## config.mk

```make
export PLATFORM = sky130hd
export DESIGN_NAME = kds_scanner
export DESIGN_NICKNAME = d
export VERILOG_FILES = /design/src/kds_pkg.sv /design/src/kds_keys_if.sv /design/src/kds_debounce.sv /design/src/kds_scanner.sv
export VERILOG_INCLUDE_DIRS = /design/src
export SDC_FILE = /design/constraint.sdc
export NUM_CORES = 1
export LEC_CHECK = 0
export BUFFER_PORTS_ARGS = -buffer_cell sky130_fd_sc_hd__buf_4
export CAP_MARGIN = 20
export CELL_PAD_IN_SITES_DETAIL_PLACEMENT = 0
export CELL_PAD_IN_SITES_GLOBAL_PLACEMENT = 2
export CORE_ASPECT_RATIO = 1.5
export CORE_MARGIN = 3
export CORE_UTILIZATION = 44
export CTS_BUF_LIST = sky130_fd_sc_hd__clkbuf_8
export DETAILED_ROUTE_END_ITERATION = 16
export GPL_TIMING_DRIVEN = 0
export PLACE_DENSITY_LB_ADDON = 0.1
export SETUP_SLACK_MARGIN = 0.15
export SYNTH_ARGS = -nofsm -noshare
export SYNTH_HDL_FRONTEND = slang
export SYNTH_SLANG_ARGS = --single-unit
export TNS_END_PERCENT = 1
```

## constraint.sdc

```tcl
create_clock -name clock -period 18.08 [get_ports clock]
set_input_delay 3.616 -clock clock [delete_from_list [all_inputs] [get_ports clock]]
set_output_delay 3.616 -clock clock [all_outputs]
set_load 0.01 [all_outputs]
```

## src/kds_map.svh

```systemverilog
/*
 * Constants of the key and display scanner: sizes, reset values, timing and key positions.
 * Assumes a 10 MHz system clock and a 1 MHz scan clock from the converter logic.
 */
`ifndef KDS_MAP_SVH
`define KDS_MAP_SVH

`define KDS_CLK_MHZ       10
`define KDS_SLOT_TICKS    250
`define KDS_SEL_W         3
`define KDS_NUM_DIGITS    8
`define KDS_NUM_RET       7
`define KDS_NUM_ROWS      3
`define KDS_NUM_KEYS      21
`define KDS_SEG_W         8
`define KDS_DEB_SCANS     4
`define KDS_STROBE_RST    8'h01
`define KDS_SEG_ALL       8'hFF
`define KDS_PULSE_MIN_US  50
`define KDS_PULSE_MAX_US  300
`define KDS_PULSE_US      100
`define KDS_PULSE_CYC     (`KDS_PULSE_US * `KDS_CLK_MHZ)
`define KDS_TEST_WIN_MS   1000
`define KDS_TEST_WIN_CYC  (`KDS_TEST_WIN_MS * 1000 * `KDS_CLK_MHZ)
`define KDS_KEY_REQUEST   0
`define KDS_KEY_RANGE20   10

`endif

```

## src/kds_pkg.sv

```systemverilog
/*
 * Types of the key and display scanner.
 * Assumes kds_map.svh for the sizes.
 */
`include "kds_map.svh"
package kds_pkg;
    typedef enum logic [1:0] {
        ST_WINDOW  = 2'b00,
        ST_TEST    = 2'b01,
        ST_POWERUP = 2'b10,
        ST_NORMAL  = 2'b11
    } kds_state_e;
    typedef logic [`KDS_NUM_KEYS-1:0] kds_keys_t;
    typedef logic [`KDS_SEL_W-1:0]    kds_sel_t;
endpackage

```

## src/kds_keys_if.sv

```systemverilog
/*
 * Carrier between the scanner and its key debouncer.
 * Assumes both ends run on the same clock.
 */
`timescale 1ns/100ps
`include "kds_map.svh"
interface kds_keys_if;
    import kds_pkg::*;
    logic                     sampleNow;
    kds_sel_t                 slot;
    logic [`KDS_NUM_RET-1:0]  returnLow;
    kds_keys_t                keysHeld;
    logic                     newPress;
    modport scanner  (output sampleNow, output slot, output returnLow, input keysHeld, input newPress);
    modport debounce (input sampleNow, input slot, input returnLow, output keysHeld, output newPress);
endinterface

```

## src/kds_debounce.sv

```systemverilog
/*
 * Key matrix debouncer: one agreement counter per key position.
 * Assumes returnLow is already synchronised and sampleNow falls late in a strobe slot.
 */
`timescale 1ns/100ps
`include "kds_map.svh"
module kds_debounce #(
    parameter int DEB_SCANS = `KDS_DEB_SCANS
) (
    input  wire logic  clock,
    input  wire logic  rst,
    input  wire logic  ce,
    kds_keys_if.debounce keys
);
    import kds_pkg::*;
    kds_keys_t heldPrev;
    logic [3:0] cnt [`KDS_NUM_KEYS];

    genvar k;
    generate
        for (k = 0; k < `KDS_NUM_KEYS; k++) begin : g_key
            localparam int ROW  = k / `KDS_NUM_RET;
            localparam int LINE = k % `KDS_NUM_RET;
            always_ff @(posedge clock or posedge rst) begin
                if (rst) begin
                    cnt[k] <= 4'h0;
                    keys.keysHeld[k] <= 1'b0;
                end else if (ce && keys.sampleNow && keys.slot == 3'(ROW)) begin
                    if (keys.returnLow[LINE] == keys.keysHeld[k]) begin
                        cnt[k] <= 4'h0;
                    end else if (cnt[k] == 4'(DEB_SCANS - 1)) begin
                        cnt[k] <= 4'h0;
                        keys.keysHeld[k] <= keys.returnLow[LINE];
                    end else begin
                        cnt[k] <= cnt[k] + 4'h1;
                    end
                end
            end
        end
    endgenerate

    always_ff @(posedge clock or posedge rst) begin
        if (rst) begin
            heldPrev <= '0;
        end else if (ce) begin
            heldPrev <= keys.keysHeld;
        end
    end

    assign keys.newPress = |(keys.keysHeld & ~heldPrev);

    property p_held_on_sample;
        @(posedge clock) disable iff (rst)
            $changed(keys.keysHeld) |-> $past(keys.sampleNow) && $past(ce);
    endproperty
    a_held_on_sample: assert property (p_held_on_sample) else $error("key state changed off a sample point");

    property p_press_held;
        @(posedge clock) disable iff (rst)
            keys.newPress |-> |keys.keysHeld;
    endproperty
    a_press_held: assert property (p_press_held) else $error("press flagged with no key held");
endmodule

```

## src/kds_scanner.sv

```systemverilog
/*
 * Key and display scanner top: strobe generation, return sampling, power-up display test
 * and key-detect pulse.
 * Assumes convClk is the 1 MHz converter clock and keyReturnLow comes straight from pins;
 * segmentIn comes from logic on the same clock.
 */
`timescale 1ns/100ps
`include "kds_map.svh"
module kds_scanner #(
    parameter int SLOT_TICKS   = `KDS_SLOT_TICKS,
    parameter int DEB_SCANS    = `KDS_DEB_SCANS,
    parameter int PULSE_CYC    = `KDS_PULSE_CYC,
    parameter int TEST_WIN_CYC = `KDS_TEST_WIN_CYC
) (
    input  wire logic                       clock,
    input  wire logic                       rst,
    input  wire logic                       ce,
    input  wire logic                       convClk,
    input  wire logic [`KDS_NUM_RET-1:0]    keyReturnLow,
    input  wire logic [`KDS_SEG_W-1:0]      segmentIn,
    output var  kds_pkg::kds_sel_t          scanSelect,
    output var  logic [`KDS_NUM_DIGITS-1:0] digitStrobe,
    output var  logic [`KDS_NUM_DIGITS-1:0] digitDrive,
    output var  logic [`KDS_SEG_W-1:0]      segmentOut,
    output var  kds_pkg::kds_keys_t         keysHeld,
    output var  logic                       keyDetect,
    output var  logic                       displayTest,
    output var  logic                       selfTestStart
);
    import kds_pkg::*;

    localparam int PULSE_MAX_CYC = `KDS_PULSE_MAX_US * `KDS_CLK_MHZ;

    kds_keys_if keys ();

    logic                      convS1;
    logic                      convS2;
    logic                      convS3;
    logic                      scanTick;
    logic [7:0]                tickCnt;
    logic                      slotEnd;
    logic [`KDS_NUM_RET-1:0]   retS1;
    logic [`KDS_NUM_RET-1:0]   retS2;
    kds_sel_t                  next_scanSelect;
    kds_state_e                state;
    logic [23:0]               winCnt;
    logic [15:0]               pulseCnt;
    logic [15:0]               hiLen;

    function automatic logic [`KDS_NUM_DIGITS-1:0] decodeStrobe(input kds_sel_t sel);
        decodeStrobe = `KDS_NUM_DIGITS'(1) << sel;
    endfunction

    always_ff @(posedge clock or posedge rst) begin
        if (rst) begin
            convS1 <= 1'b0;
            convS2 <= 1'b0;
            convS3 <= 1'b0;
        end else if (ce) begin
            convS1 <= convClk;
            convS2 <= convS1;
            convS3 <= convS2;
        end
    end
    assign scanTick = convS2 & ~convS3;
    assign slotEnd  = scanTick && tickCnt == 8'(SLOT_TICKS - 1);

    always_ff @(posedge clock or posedge rst) begin
        if (rst) begin
            tickCnt <= 8'h00;
        end else if (ce && scanTick) begin
            tickCnt <= slotEnd ? 8'h00 : tickCnt + 8'h01;
        end
    end

    // returns come from pins; two stages before the debouncer looks at them
    always_ff @(posedge clock or posedge rst) begin
        if (rst) begin
            retS1 <= '1;
            retS2 <= '1;
        end else if (ce) begin
            retS1 <= keyReturnLow;
            retS2 <= retS1;
        end
    end

    always_comb begin
        next_scanSelect = scanSelect;
        if (slotEnd) begin
            next_scanSelect = scanSelect + 3'h1;
        end
    end

    always_ff @(posedge clock or posedge rst) begin
        if (rst) begin
            scanSelect  <= '0;
            digitStrobe <= `KDS_STROBE_RST;
            digitDrive  <= `KDS_STROBE_RST;
        end else if (ce) begin
            scanSelect  <= next_scanSelect;
            digitStrobe <= decodeStrobe(next_scanSelect);
            digitDrive  <= decodeStrobe(next_scanSelect);
        end
    end

    // inverted strobe on return
    // sampling at the slot end leaves the whole slot for the return to settle
    assign keys.sampleNow = slotEnd;
    assign keys.slot      = scanSelect;
    assign keys.returnLow = ~retS2;

    kds_debounce #(
        .DEB_SCANS (DEB_SCANS)
    ) u_debounce (
        .clock (clock),
        .rst   (rst),
        .ce    (ce),
        .keys  (keys)
    );

    always_ff @(posedge clock or posedge rst) begin
        if (rst) begin
            keysHeld <= '0;
        end else if (ce) begin
            keysHeld <= keys.keysHeld;
        end
    end

    always_ff @(posedge clock or posedge rst) begin
        if (rst) begin
            winCnt <= 24'h000000;
        end else if (ce && state == ST_WINDOW) begin
            winCnt <= winCnt + 24'h000001;
        end
    end

    always_ff @(posedge clock or posedge rst) begin
        if (rst) begin
            state <= ST_WINDOW;
        end else if (ce) begin
            unique case (state)
                ST_WINDOW: begin
                    if (keys.newPress && keys.keysHeld[`KDS_KEY_REQUEST]) begin
                        state <= ST_TEST;
                    end else if (winCnt == 24'(TEST_WIN_CYC - 1)) begin
                        state <= ST_POWERUP;
                    end
                end
                ST_TEST: begin
                    if (keys.newPress) begin
                        state <= ST_POWERUP;
                    end
                end
                ST_POWERUP: state <= ST_NORMAL;
                ST_NORMAL:  state <= ST_NORMAL;
            endcase
        end
    end

    always_ff @(posedge clock or posedge rst) begin
        if (rst) begin
            displayTest   <= 1'b0;
            segmentOut    <= '0;
            selfTestStart <= 1'b0;
        end else if (ce) begin
            displayTest   <= state == ST_TEST;
            segmentOut    <= (state == ST_TEST) ? `KDS_SEG_ALL : segmentIn;
            selfTestStart <= state == ST_POWERUP;
        end
    end

    // key-detect pulse
    // a press during the pulse does not stretch it, so while ce stays high it never passes the upper limit
    always_ff @(posedge clock or posedge rst) begin
        if (rst) begin
            pulseCnt  <= 16'h0000;
            keyDetect <= 1'b0;
        end else if (ce) begin
            if (keyDetect) begin
                if (pulseCnt == 16'(PULSE_CYC - 1)) begin
                    keyDetect <= 1'b0;
                    pulseCnt  <= 16'h0000;
                end else begin
                    pulseCnt <= pulseCnt + 16'h0001;
                end
            end else if (state == ST_NORMAL && keys.newPress) begin
                keyDetect <= 1'b1;
            end
        end
    end

    always_ff @(posedge clock or posedge rst) begin
        if (rst) begin
            hiLen <= 16'h0000;
        end else begin
            hiLen <= keyDetect ? hiLen + 16'h0001 : 16'h0000;
        end
    end

    property p_strobe_onehot;
        @(posedge clock) disable iff (rst) $onehot(digitStrobe);
    endproperty
    a_strobe_onehot: assert property (p_strobe_onehot) else $error("strobes not one-hot");

    property p_strobe_sel;
        @(posedge clock) disable iff (rst) digitStrobe == decodeStrobe(scanSelect);
    endproperty
    a_strobe_sel: assert property (p_strobe_sel) else $error("strobe does not match select code");

    property p_drive_match;
        @(posedge clock) disable iff (rst) digitDrive == digitStrobe;
    endproperty
    a_drive_match: assert property (p_drive_match) else $error("driver timing differs from strobe");

    property p_sel_on_tick;
        @(posedge clock) disable iff (rst) $changed(scanSelect) |-> $past(slotEnd) && $past(convS2);
    endproperty
    a_sel_on_tick: assert property (p_sel_on_tick) else $error("select moved without a converter tick");

    property p_enter_test;
        @(posedge clock) disable iff (rst)
            (ce && state == ST_WINDOW && keys.newPress && keys.keysHeld[`KDS_KEY_REQUEST])
            |=> state == ST_TEST ##1 (displayTest || !$past(ce));
    endproperty
    a_enter_test: assert property (p_enter_test) else $error("request key did not enter display test");

    property p_test_segs;
        @(posedge clock) disable iff (rst) displayTest |-> segmentOut == `KDS_SEG_ALL;
    endproperty
    a_test_segs: assert property (p_test_segs) else $error("segment off during display test");

    property p_release;
        @(posedge clock) disable iff (rst) (ce && state == ST_TEST && keys.newPress) |=> state == ST_POWERUP;
    endproperty
    a_release: assert property (p_release) else $error("key press did not release display test");

    property p_pulse_start;
        @(posedge clock) disable iff (rst)
            (ce && state == ST_NORMAL && keys.newPress && !keyDetect) |=> keyDetect;
    endproperty
    a_pulse_start: assert property (p_pulse_start) else $error("no key-detect pulse on press");

    property p_pulse_max;
        @(posedge clock) disable iff (rst) hiLen <= 16'(PULSE_MAX_CYC);
    endproperty
    a_pulse_max: assert property (p_pulse_max) else $error("key-detect pulse too long");

    property p_no_pulse_test;
        @(posedge clock) disable iff (rst) (state != ST_NORMAL) |-> !keyDetect;
    endproperty
    a_no_pulse_test: assert property (p_no_pulse_test) else $error("key-detect outside normal operation");

    c_test_entered: cover property (@(posedge clock) disable iff (rst) state == ST_TEST);
    c_test_released: cover property (@(posedge clock) disable iff (rst) $past(state == ST_TEST) && state == ST_POWERUP);
    c_range20: cover property (@(posedge clock) disable iff (rst) keysHeld[`KDS_KEY_RANGE20]);
    c_detect: cover property (@(posedge clock) disable iff (rst) $fell(keyDetect));
endmodule

```

==> results of run 1 <==
metrics by stage:
stage / power (W) / instances / utilization / setup slack, ps / area, sq um
final: 0.001064 / 1461 / 0.5237 / 12860 / 12120
after global routing: 0.001116 / 1461 / 0.5237 / 12700 / 12120
after CTS: 0.001081 / 1460 / 0.5236 / 12830 / 12120
after detailed placement: 0.0006181 / 1391 / 0.4897 / 12290 / 11330
after global placement: 0.0006161 / 1390 / 0.4882 / 5772 / 11300
after floorplan: 0.0005877 / 1007 / - / 8610 / 10390
path summary, 6_finish.rpt:
| path | start | end | slack [ps] | cells after the start |
|---|---|---|---|---|
| max | ce | segmentOut[5]$_DFFE_PP0P_ | 12860 | 5 |
| min | winCnt[10]$_DFFE_PP0P_ | winCnt[10]$_DFFE_PP0P_ | 470 | 1 |
| max reg2reg | u_debounce.keys.keysHeld[11]$_DFFE_PP0P_ | state[0]$_DFFE_PP0P_ | 15650 | 5 |
| min reg2reg | winCnt[10]$_DFFE_PP0P_ | winCnt[10]$_DFFE_PP0P_ | 470 | 1 |
| max in group asynchronous | rst | u_debounce.heldPrev[14]$_DFFE_PP0P_ | 13840 | 3 |
| min in group asynchronous | rst | pulseCnt[13]$_DFFE_PP0P_ | 3180 | 2 |
flip-flops by register name, indices dropped and copies added (netlist names):
name / cells
convS2: 1
u_debounce.heldPrev: 21
retS2: 7
keyDetect: 1
tickCnt: 8
u_debounce.keys.keysHeld: 21
segmentOut: 8
convS1: 1
winCnt: 24
state: 2
displayTest: 1
convS3: 1
retS1: 7
pulseCnt: 16
scanSelect: 3
selfTestStart: 1
u_debounce.cnt: 84
digitDrive: 8
synthesized netlist by cell type, drive strengths merged (13+ instances only):
cell    number  area [sq um]
dfrtp      200          5005
nand2      148         555.5
nand3       70         350.3
o21ai       59         295.3
xnor2       48         420.4
inv         41         153.9
mux2        31         349.1
ha          29         362.9
nor2        24         90.09
buf         23         157.6
nor3b       23         182.7
clkbuf      22         83.83
o22ai       22         137.6
o31ai       22         165.2
a21oi       20         100.1
a31oi       17         106.4
and2        16         100.1
nor3        16         91.34
xor2        16         140.1
dfstp       15         394.1
nand4       14         102.6
a22o        13         113.9
where the power goes:
group	leakage [nW]	switching (W)	internal (W)
clock	0.457	0.000201	0.000256
combinational	2.48	0.0000520	0.0000359
sequential	2.84	0.0000176	0.000502
cell usage in the layout, fill, tap and decap left out, types with 9 or more instances in the layout:
master and count:
a21o_1 11, o22ai_1 22, and2_1 16, nor2b_1 12
and3_1 9, nand2_1 148, a21oi_1 20, a22o_1 13
xnor2_1 48, nor3b_1 21, or2_2 12, clkbuf_8 52
nor3_1 15, xor2_1 16, inv_1 52, nand3_1 70
mux2_2 31, nand4_1 13, nor2_1 24, a31oi_1 17
nand2b_1 9, buf_2 9, dfrtp_1 200, clkbuf_1 21
ha_1 29, buf_4 78, o31ai_1 22, dfstp_2 15
o21ai_0 58
area by class of cell:
class / instances / area share
antenna: 1 / 0.0002065
buffer: 45 / 0.01992
clock buffer: 52 / 0.05905
clock inverter: 17 / 0.005781
inverter: 41 / 0.01332
multi-input combinational: 706 / 0.3794
sequential: 215 / 0.4454
tap: 315 / 0.03252
timing repair buffer: 69 / 0.04439
layer usage:
| metal | share of wire | vias up |
|---|---|---|
| li1 | - | 3777 |
| met1 | 0.43 | 3734 |
| met2 | 0.51 | 124 |
| met3 | 0.038 | 40 |
| met4 | 0.025 | 0 |
| met5 | 0 | - |
kinds of logic after synthesis:
family,share of synthesized area
buf+inv,0.03804
xor+xnor,0.05394
mux,0.03359
compound gates,0.1199
simple gates,0.2001
flops,0.5195
fa+ha+maj,0.03491
worst reg2reg max path, delay by kind of cell, from the launching register on:
kind             cells  cell delay (ps)
AND/OR/NAND/NOR      3              970
AO/OA/AOI/OAI        2              920
flip-flops           1              410
==> flow_summary_export.csv, run 1 <==
group,metric,value,unit
cells_and_area,multiInputGateArea,0.004598,sq mm
critical_path,endpoint_kind,"flip-flop",
timing,fmax,191.7,MHz
clock_tree,numClockSinks,215,
floorplan,die_area,0.02554,sq mm
global_routing,grt_pass1_vias,7854,
cells_and_area,drive_gt1_frac,0.1983,
critical_path,cp_max_fo,10,
critical_path,worst-setup-path-type,"in -> reg",
global_routing,met1_usage,0.2451,
clock_tree,h-tree-depth,2,
global_routing,grt_use_total,0.1964,
clock_tree,path_clk_slew,60,ps
hold_path,hp-class,"reg -> reg",
clock_tree,cts-buffers-inserted,38,
timing,whs,474.6,ps
timing,maxSlewViolCount,0,
clock_tree,hold_buffers,0,
synthesis,synth_fp_nets,1055,
placement,dpl.hpwl,17380,um
pwr,powerDensity,87.81,mW/mm^2
route,vias,7675,
route,post_drt_wl_per_cell,17.08,um
synthesis,yosys_most_used_dff,"dfrtp_1",
critical_path,cp_num_buf_inv,3,
timing,rsz0062_at_grt,"no",
clock_tree,cts-root-buf,"clkbuf_8",
synthesis,synthArstFlopShare,1.000,
cells_and_area,area_growth,16.63,%
route,drc_errors,0,
floorplan,num_rows,68,
timing,fin_tns_setup,0,ps
critical_path,slowest_stage,"buf_1",
clock_tree,clk_latency,520,ps
critical_path,start_kind,"primary input",
floorplan,start_util,0.4491,
clock_tree,clockBufferDepth,3,
timing,tightest_slew,811.6,ps
cells_and_area,layout.area.seq,0.005399,sq mm
timing,fin_worst_skew,10.50,ps
cells_and_area,fillers,2211,
timing,setup_viol,0,
synthesis,synth_seq_cells,215,
placement,portBuffers,68,
critical_path,crit_arrival,5610,ps
route,drt_iter0_drc,358,
synthesis,synth_seq_area_share,0.5195,
floorplan,core,0.02314,sq mm
run_status,status,"complete, no violations",
global_routing,grt_first_pass_wirelength,40980,um
synthesis,synth-edff-count,0,
synthesis,ys_types,60,
clock_tree,cts_setup_buffers,0,
clock_tree,cts_tree,"built",
global_routing,top_usage_layer,"met2",
critical_path,cp_cell_sequence,"clkbuf_2, clkbuf_1, buf_1, o21ai_1, o22a_1",
synthesis,syn-mean-instance-area,10.32,sq um
global_routing,grt_antenna_before_repair,1,
pwr,ir_drop,0.00005338,V
critical_path,cpLargestDelayFamily,"buffers and inverters",
route,postRouteAntennaNets,0,
global_routing,use_met2,0.3447,
global_routing,grt_max_degree,127,
global_routing,grt_util_met3,0.03609,
route,routed_wl,24960,um
synthesis,synth_warnings,0,
run,maxCapViolCount,0,
synthesis,synth.cell_area,0.01039,sq mm
clock_tree,cts_resized,0,
route,dr.pass1.iters,5,
cells_and_area,fin_nets,1164,
floorplan,pin_count,70,
timing,final.period_utilization,0.2885,
critical_path,slowest_delay,620,ps
synthesis,netlist_instances,1007,
placement,globalplace.congestion,0.7839,
floorplan,die_h,194.2,um
timing,slew_headroom,0.4553,
timing,fin_crit,5215,ps
pwr,leakage,5.778,nW
global_routing,overflow,0,
route,viasPerCell,5.253,
floorplan,die_w,131.5,um
timing,hold_violations,0,
critical_path,required,18470,ps
No activity file was read; power rests on OpenSTA's default activity.
==> inputs of run 2 (changes only) <==
--- a/config.mk
+++ b/config.mk
@@ -12,7 +12,7 @@
 export CELL_PAD_IN_SITES_GLOBAL_PLACEMENT = 2
 export CORE_ASPECT_RATIO = 1.5
 export CORE_MARGIN = 3
-export CORE_UTILIZATION = 44
+export CORE_UTILIZATION = 41
 export CTS_BUF_LIST = sky130_fd_sc_hd__clkbuf_8
 export DETAILED_ROUTE_END_ITERATION = 16
 export GPL_TIMING_DRIVEN = 0
==> constraint.sdc (replaced) <==
create_clock -name clock -period 5.1 [get_ports clock]
set_input_delay 1.02 -clock clock [delete_from_list [all_inputs] [get_ports clock]]
set_output_delay 1.02 -clock clock [all_outputs]
set_load 0.01 [all_outputs]
==> run 2 against run 1 <==
Total power increased to 3.5 times the previous value. Wire length increased by 2.5%. Sequential share of layout area decreased by 0.29 points. Largest power group unchanged. Die area grew 7.0%. Final cell count rose by 0.96%. Global-route usage fell by 0.39 points. Critical endpoint is now state[0]$_DFFE_PP0P_. Critical path type is now reg -> reg. Cell area rose by 0.65%.
==> flow_summary_export.csv, run 2 (synthesis results as in run 1) <==
group,metric,value,unit
pwr,netSwitchingPower,0.0009617,W
clock_tree,cts_setup_buffers,0,
global_routing,grt_first_pass_wirelength,42320,um
route,drc_errors,0,
pwr,ir_drop,0.0002118,V
route,postRouteAntennaNets,0,
global_routing,grt_antenna_before_repair,0,
pwr,power.share.combinational,0.087,
run_status,status,"complete, no violations",
critical_path,cp_max_fo,5,
route,vias,7787,
cells_and_area,fillers,2363,
timing,maxSlewViolCount,0,
pwr,switching_share,0.2585,
global_routing,overflow,0,
cells_and_area,n_antenna_cell,0,
clock_tree,cts_tree,"built",
floorplan,die_w,136.0,um
floorplan,core,0.02470,sq mm
placement,portBuffers,68,
route,routed_wl,25590,um
cells_and_area,largest_register_ffs,84,
cells_and_area,layout.area.seq,0.005399,sq mm
timing,tightest_slew,1067,ps
clock_tree,path_clk_slew,60,ps
cells_and_area,regMostFlops,"u_debounce.cnt",
floorplan,die_h,201.0,um
critical_path,start_kind,"flip-flop",
global_routing,grt_use_total,0.1925,
global_routing,grt_max_degree,40,
critical_path,crit_arrival,3120,ps
cells_and_area,top_regs,"u_debounce.cnt x84, winCnt x24",
timing,hold_violations,0,
timing,whs,479.0,ps
critical_path,endpoint_kind,"flip-flop",
floorplan,pin_count,70,
global_routing,grt_pass1_vias,7942,
pwr,p_clk_frac,0.417,
route,viasPerCell,5.279,
timing,fmax,367.6,MHz
cells_and_area,area_growth,17.39,%
clock_tree,clockBufferDepth,3,
timing,rsz0062_at_grt,"no",
pwr,p_seq_frac,0.495,
clock_tree,clk_latency,530,ps
pwr,fin_total_pwr,0.003720,W
floorplan,num_rows,70,
clock_tree,cts_resized,0,
route,dr.pass1.iters,4,
cells_and_area,layout_common_cells,"dfrtp_1 (200), nand2_1 (148), buf_4 (78)",
cells_and_area,layout_commonest_cell,"dfrtp_1",
placement,dpl.hpwl,18290,um
timing,fin_crit,2721,ps
clock_tree,cts-root-buf,"clkbuf_8",
clock_tree,cts-buffers-inserted,38,
clock_tree,numClockSinks,215,
pwr,powerDensity,304.9,mW/mm^2
cells_and_area,final_area,0.01220,sq mm
timing,fin_tns_setup,0,ps
hold_path,worstHoldPathCells,1,
timing,slew_headroom,0.2702,
placement,postPlaceCellArea,0.01146,sq mm
cells_and_area,drive_gt1_frac,0.1946,
placement,post-place-ws,1883,ps
placement,globalplace.congestion,0.7859,
pwr,leakage,5.828,nW
critical_path,required,5500,ps
route,post_drt_wl_per_cell,17.35,um
hold_path,hp-class,"reg -> reg",
timing,fin_worst_skew,18.69,ps
pwr,power.internal,0.002758,W
route,drt_iter0_drc,346,
run,maxCapViolCount,0,
timing,final.period_utilization,0.5334,
critical_path,reg2reg_depth,5,
critical_path,worst-setup-path-type,"reg -> reg",
floorplan,die_area,0.02733,sq mm
cells_and_area,fin_nets,1170,
clock_tree,hold_buffers,0,
timing,setup_viol,0,
clock_tree,h-tree-depth,2,
floorplan,start_util,0.4208,
timing,setup_slack,2379,ps
cells_and_area,multiInputGateArea,0.004598,sq mm
-- run 2: final cells by class --
class,count,area share
plain buffers,45,0.01979
clock buffers,48,0.05415
clock inverters,21,0.006462
inverters,41,0.01292
multi-input cells,706,0.3769
flip-flops and latches,215,0.4426
well taps,324,0.03323
repair buffers,75,0.05395
-- run 2: metrics by stage --
step	instances	util
floorplan	1007	-
global placement	1399	0.4580
detailed placement	1406	0.4640
CTS	1475	0.4939
global route	1475	0.4939
finish	1475	0.4939
-- run 2: path summary, 6_finish.rpt --
path | start | end | slack [ps]
worst max-delay path | u_debounce.keys.keysHeld[4]$_DFFE_PP0P_ | state[0]$_DFFE_PP0P_ | 2380
worst min-delay path | pulseCnt[15]$_DFFE_PP0P_ | pulseCnt[15]$_DFFE_PP0P_ | 480
worst max register to register | u_debounce.keys.keysHeld[4]$_DFFE_PP0P_ | state[0]$_DFFE_PP0P_ | 2380
worst min register to register | pulseCnt[15]$_DFFE_PP0P_ | pulseCnt[15]$_DFFE_PP0P_ | 480
max in group asynchronous | rst | retS2[5]$_DFFE_PP1P_ | 3570
min in group asynchronous | rst | u_debounce.cnt[71]$_DFFE_PP0P_ | 550
-- run 2: power groups by stage --
| stage | registers (W) | logic [W] | clock network [W] |
|---|---|---|---|
| global route | 0.00185 | 0.000371 | 0.00169 |
| global placement | 0.00187 | 0.000317 | 0 |
| finish | 0.00184 | 0.000325 | 0.00155 |
| CTS | 0.00184 | 0.000334 | 0.00162 |
| floorplan | 0.00186 | 0.000224 | 0 |
| detailed placement | 0.00187 | 0.000333 | 0 |
-- run 2: routing by layer --
| layer | wire, um | vias to the layer above | share of wire | global-route usage |
|---|---|---|---|---|
| met5 | 0 | - | 0 | 0 |
| met4 | 599 | 0 | 0.023 | 0.06016 |
| met3 | 1047 | 31 | 0.041 | 0.03586 |
| met2 | 13090 | 128 | 0.51 | 0.3321 |
| met1 | 10860 | 3834 | 0.42 | 0.2434 |
| li1 | - | 3794 | - | - |
-- run 2: worst max-delay path: stages (launching register included) --
cell and delay, ps:
dfrtp_1 430, nor2b_1 220, a2111oi_0 850, nand4_1 470, o21ai_0 260, or3b_1 360
==> inputs of run 3 (changes only) <==
==> constraint.sdc (replaced) <==
create_clock -name clock -period 2.7 [get_ports clock]
set_input_delay 0.54 -clock clock [delete_from_list [all_inputs] [get_ports clock]]
set_output_delay 0.54 -clock clock [all_outputs]
set_load 0.01 [all_outputs]
==> run 3 against run 2 <==
Combinational power up 89%. Core utilization about the same. Critical path depth unchanged. Count of clock-buffer cells in the layout unchanged. Final cell count unchanged. Total power up 89%. Critical path type unchanged. Critical endpoint unchanged. Largest power group unchanged.
==> flow_summary_export.csv, run 3 (synthesis results as in run 1) <==
group,metric,value,unit
placement,globalplace.congestion,0.7859,
timing,tightest_slew,879.5,ps
critical_path,r2r-start,"u_debounce.keys.keysHeld[4]$_DFFE_PP0P_",
pwr,netSwitchingPower,0.001817,W
global_routing,top_usage_layer,"met2",
hold_path,hp-class,"in -> async",
cells_and_area,area_growth,17.40,%
route,post_drt_wl_per_cell,17.33,um
route,postRouteAntennaNets,0,
timing,fin_crit,2522,ps
placement,portBuffers,68,
global_routing,grt_max_degree,40,
critical_path,startpoint,"u_debounce.keys.keysHeld[4]$_DFFE_PP0P_",
pwr,p_seq_frac,0.495,
clock_tree,path_clk_slew,60,ps
cells_and_area,regMostFlops,"u_debounce.cnt",
timing,rsz0062_at_grt,"no",
clock_tree,cts-root-buf,"clkbuf_8",
timing,setup_slack,178.4,ps
pwr,power.internal,0.005210,W
global_routing,use_met2,0.3324,
run_status,status,"complete, no violations",
global_routing,grt_first_pass_wirelength,42320,um
cells_and_area,final_area,0.01220,sq mm
clock_tree,numClockSinks,215,
pwr,p_clk_frac,0.417,
timing,whs,68.60,ps
cells_and_area,layout_commonest_cell,"dfrtp_1",
pwr,powerDensity,576.0,mW/mm^2
timing,hold_violations,0,
cells_and_area,largest_register_ffs,84,
timing,fin_worst_skew,18.38,ps
pwr,switching_share,0.2586,
cells_and_area,fin_nets,1170,
cells_and_area,final_core_util,0.4940,
route,dr.pass1.iters,4,
critical_path,required,3100,ps
global_routing,met1_usage,0.2431,
clock_tree,cts_tree,"built",
critical_path,worst-setup-path-type,"reg -> reg",
global_routing,grt_use_total,0.1926,
timing,fmax,396.6,MHz
cells_and_area,n_antenna_cell,0,
route,vias,7780,
clock_tree,clk_latency,530,ps
route,drt_iter0_drc,353,
floorplan,core,0.02470,sq mm
critical_path,setup.worst_path.end,"state[0]$_DFFE_PP0P_",
pwr,ir_drop,0.0004000,V
floorplan,start_util,0.4208,
cells_and_area,drive_gt1_frac,0.1946,
floorplan,die_area,0.02733,sq mm
critical_path,cp_max_fo,5,
timing,fin_tns_setup,0,ps
clock_tree,h-tree-depth,2,
cells_and_area,layout_common_cells,"dfrtp_1 (200), nand2_1 (148), buf_4 (78)",
floorplan,num_rows,70,
critical_path,endpoint_kind,"flip-flop",
route,routed_wl,25560,um
timing,setup_viol,0,
placement,postPlaceCellArea,0.01146,sq mm
critical_path,reg2reg_depth,5,
placement,post-place-ws,-36.93,ps
global_routing,overflow,0,
timing,maxSlewViolCount,0,
clock_tree,hold_buffers,0,
route,drc_errors,0,
floorplan,pin_count,70,
critical_path,r2r_end,"state[0]$_DFFE_PP0P_",
cells_and_area,top_regs,"u_debounce.cnt x84, winCnt x24",
placement,dpl.hpwl,18290,um
route,viasPerCell,5.275,
pwr,leakage,5.829,nW
pwr,power.share.combinational,0.087,
critical_path,start_kind,"flip-flop",
clock_tree,cts-buffers-inserted,38,
critical_path,r2r_slack,180,ps
critical_path,crit_arrival,2920,ps
floorplan,die_h,201.0,um
global_routing,grt_antenna_before_repair,0,
global_routing,grt_util_met3,0.03586,
timing,final.period_utilization,0.9339,
run,maxCapViolCount,0,
global_routing,grt_pass1_vias,7945,
floorplan,die_w,136.0,um
clock_tree,clockBufferDepth,3,
timing,slew_headroom,0.4097,
[run 3: worst min-delay path by stage]
stage                                        from                        endpoint  slack [ps]  depth (start not counted)
after floorplan            winCnt[10]$_DFFE_PP0P_          winCnt[10]$_DFFE_PP0P_         450                          1
after global placement    displayTest$_DFFE_PP0P_         displayTest$_DFFE_PP0P_         460                          1
after detailed placement   winCnt[23]$_DFFE_PP0P_          winCnt[23]$_DFFE_PP0P_         470                          1
after CTS                                     rst  u_debounce.cnt[77]$_DFFE_PP0P_          60                          2
after global routing                          rst  u_debounce.cnt[68]$_DFFE_PP0P_          70                          2
final                                         rst  u_debounce.cnt[71]$_DFFE_PP0P_          70                          2
[run 3: worst max-delay path, cell delays in order (launching register included)]
cell,delay (ps)
dfrtp_1,430
nor2b_1,220
a2111oi_1,700
nand4_1,430
o21ai_0,250
or3b_1,360
[run 3: layer usage]
| metal | wire, um | up-vias |
|---|---|---|
| met5 | 0 | - |
| met4 | 604 | 0 |
| met3 | 1059 | 31 |
| met2 | 13070 | 137 |
| met1 | 10830 | 3818 |
| li1 | - | 3794 |
[run 3: what timing repair did]
item | in CTS | in global routing
setup buffers | 0 | 0
gates resized for setup | 1 | 0
endpoints found under the setup margin | 1 | 0
[run 3: power groups by stage]
stage	combinational [W]	sequential, W	clock, W
global route	0.000701	0.00350	0.00320
global placement	0.000598	0.00354	0
CTS	0.000631	0.00348	0.00306
finish	0.000613	0.00348	0.00293
floorplan	0.000424	0.00351	0
detailed placement	0.000628	0.00354	0
[run 3: metrics by stage]
| step | std cells | total power [W] |
|---|---|---|
| after global placement | 1399 | 0.004136 |
| after floorplan | 1007 | 0.003936 |
| after detailed placement | 1406 | 0.004166 |
| final | 1475 | 0.007027 |
| after global routing | 1475 | 0.007403 |
| after CTS | 1475 | 0.007171 |
[run 3: final cells by class]
type / count / area, sq um
Fill cell: 2363 / 12500
Clock inverter: 21 / 78.83
Inverter: 41 / 157.7
Buffer: 45 / 241.5
Tap cell: 324 / 405.4
Clock buffer: 48 / 660.6
Sequential cell: 215 / 5399
Multi-Input combinational cell: 706 / 4599
Timing Repair Buffer: 75 / 658.1
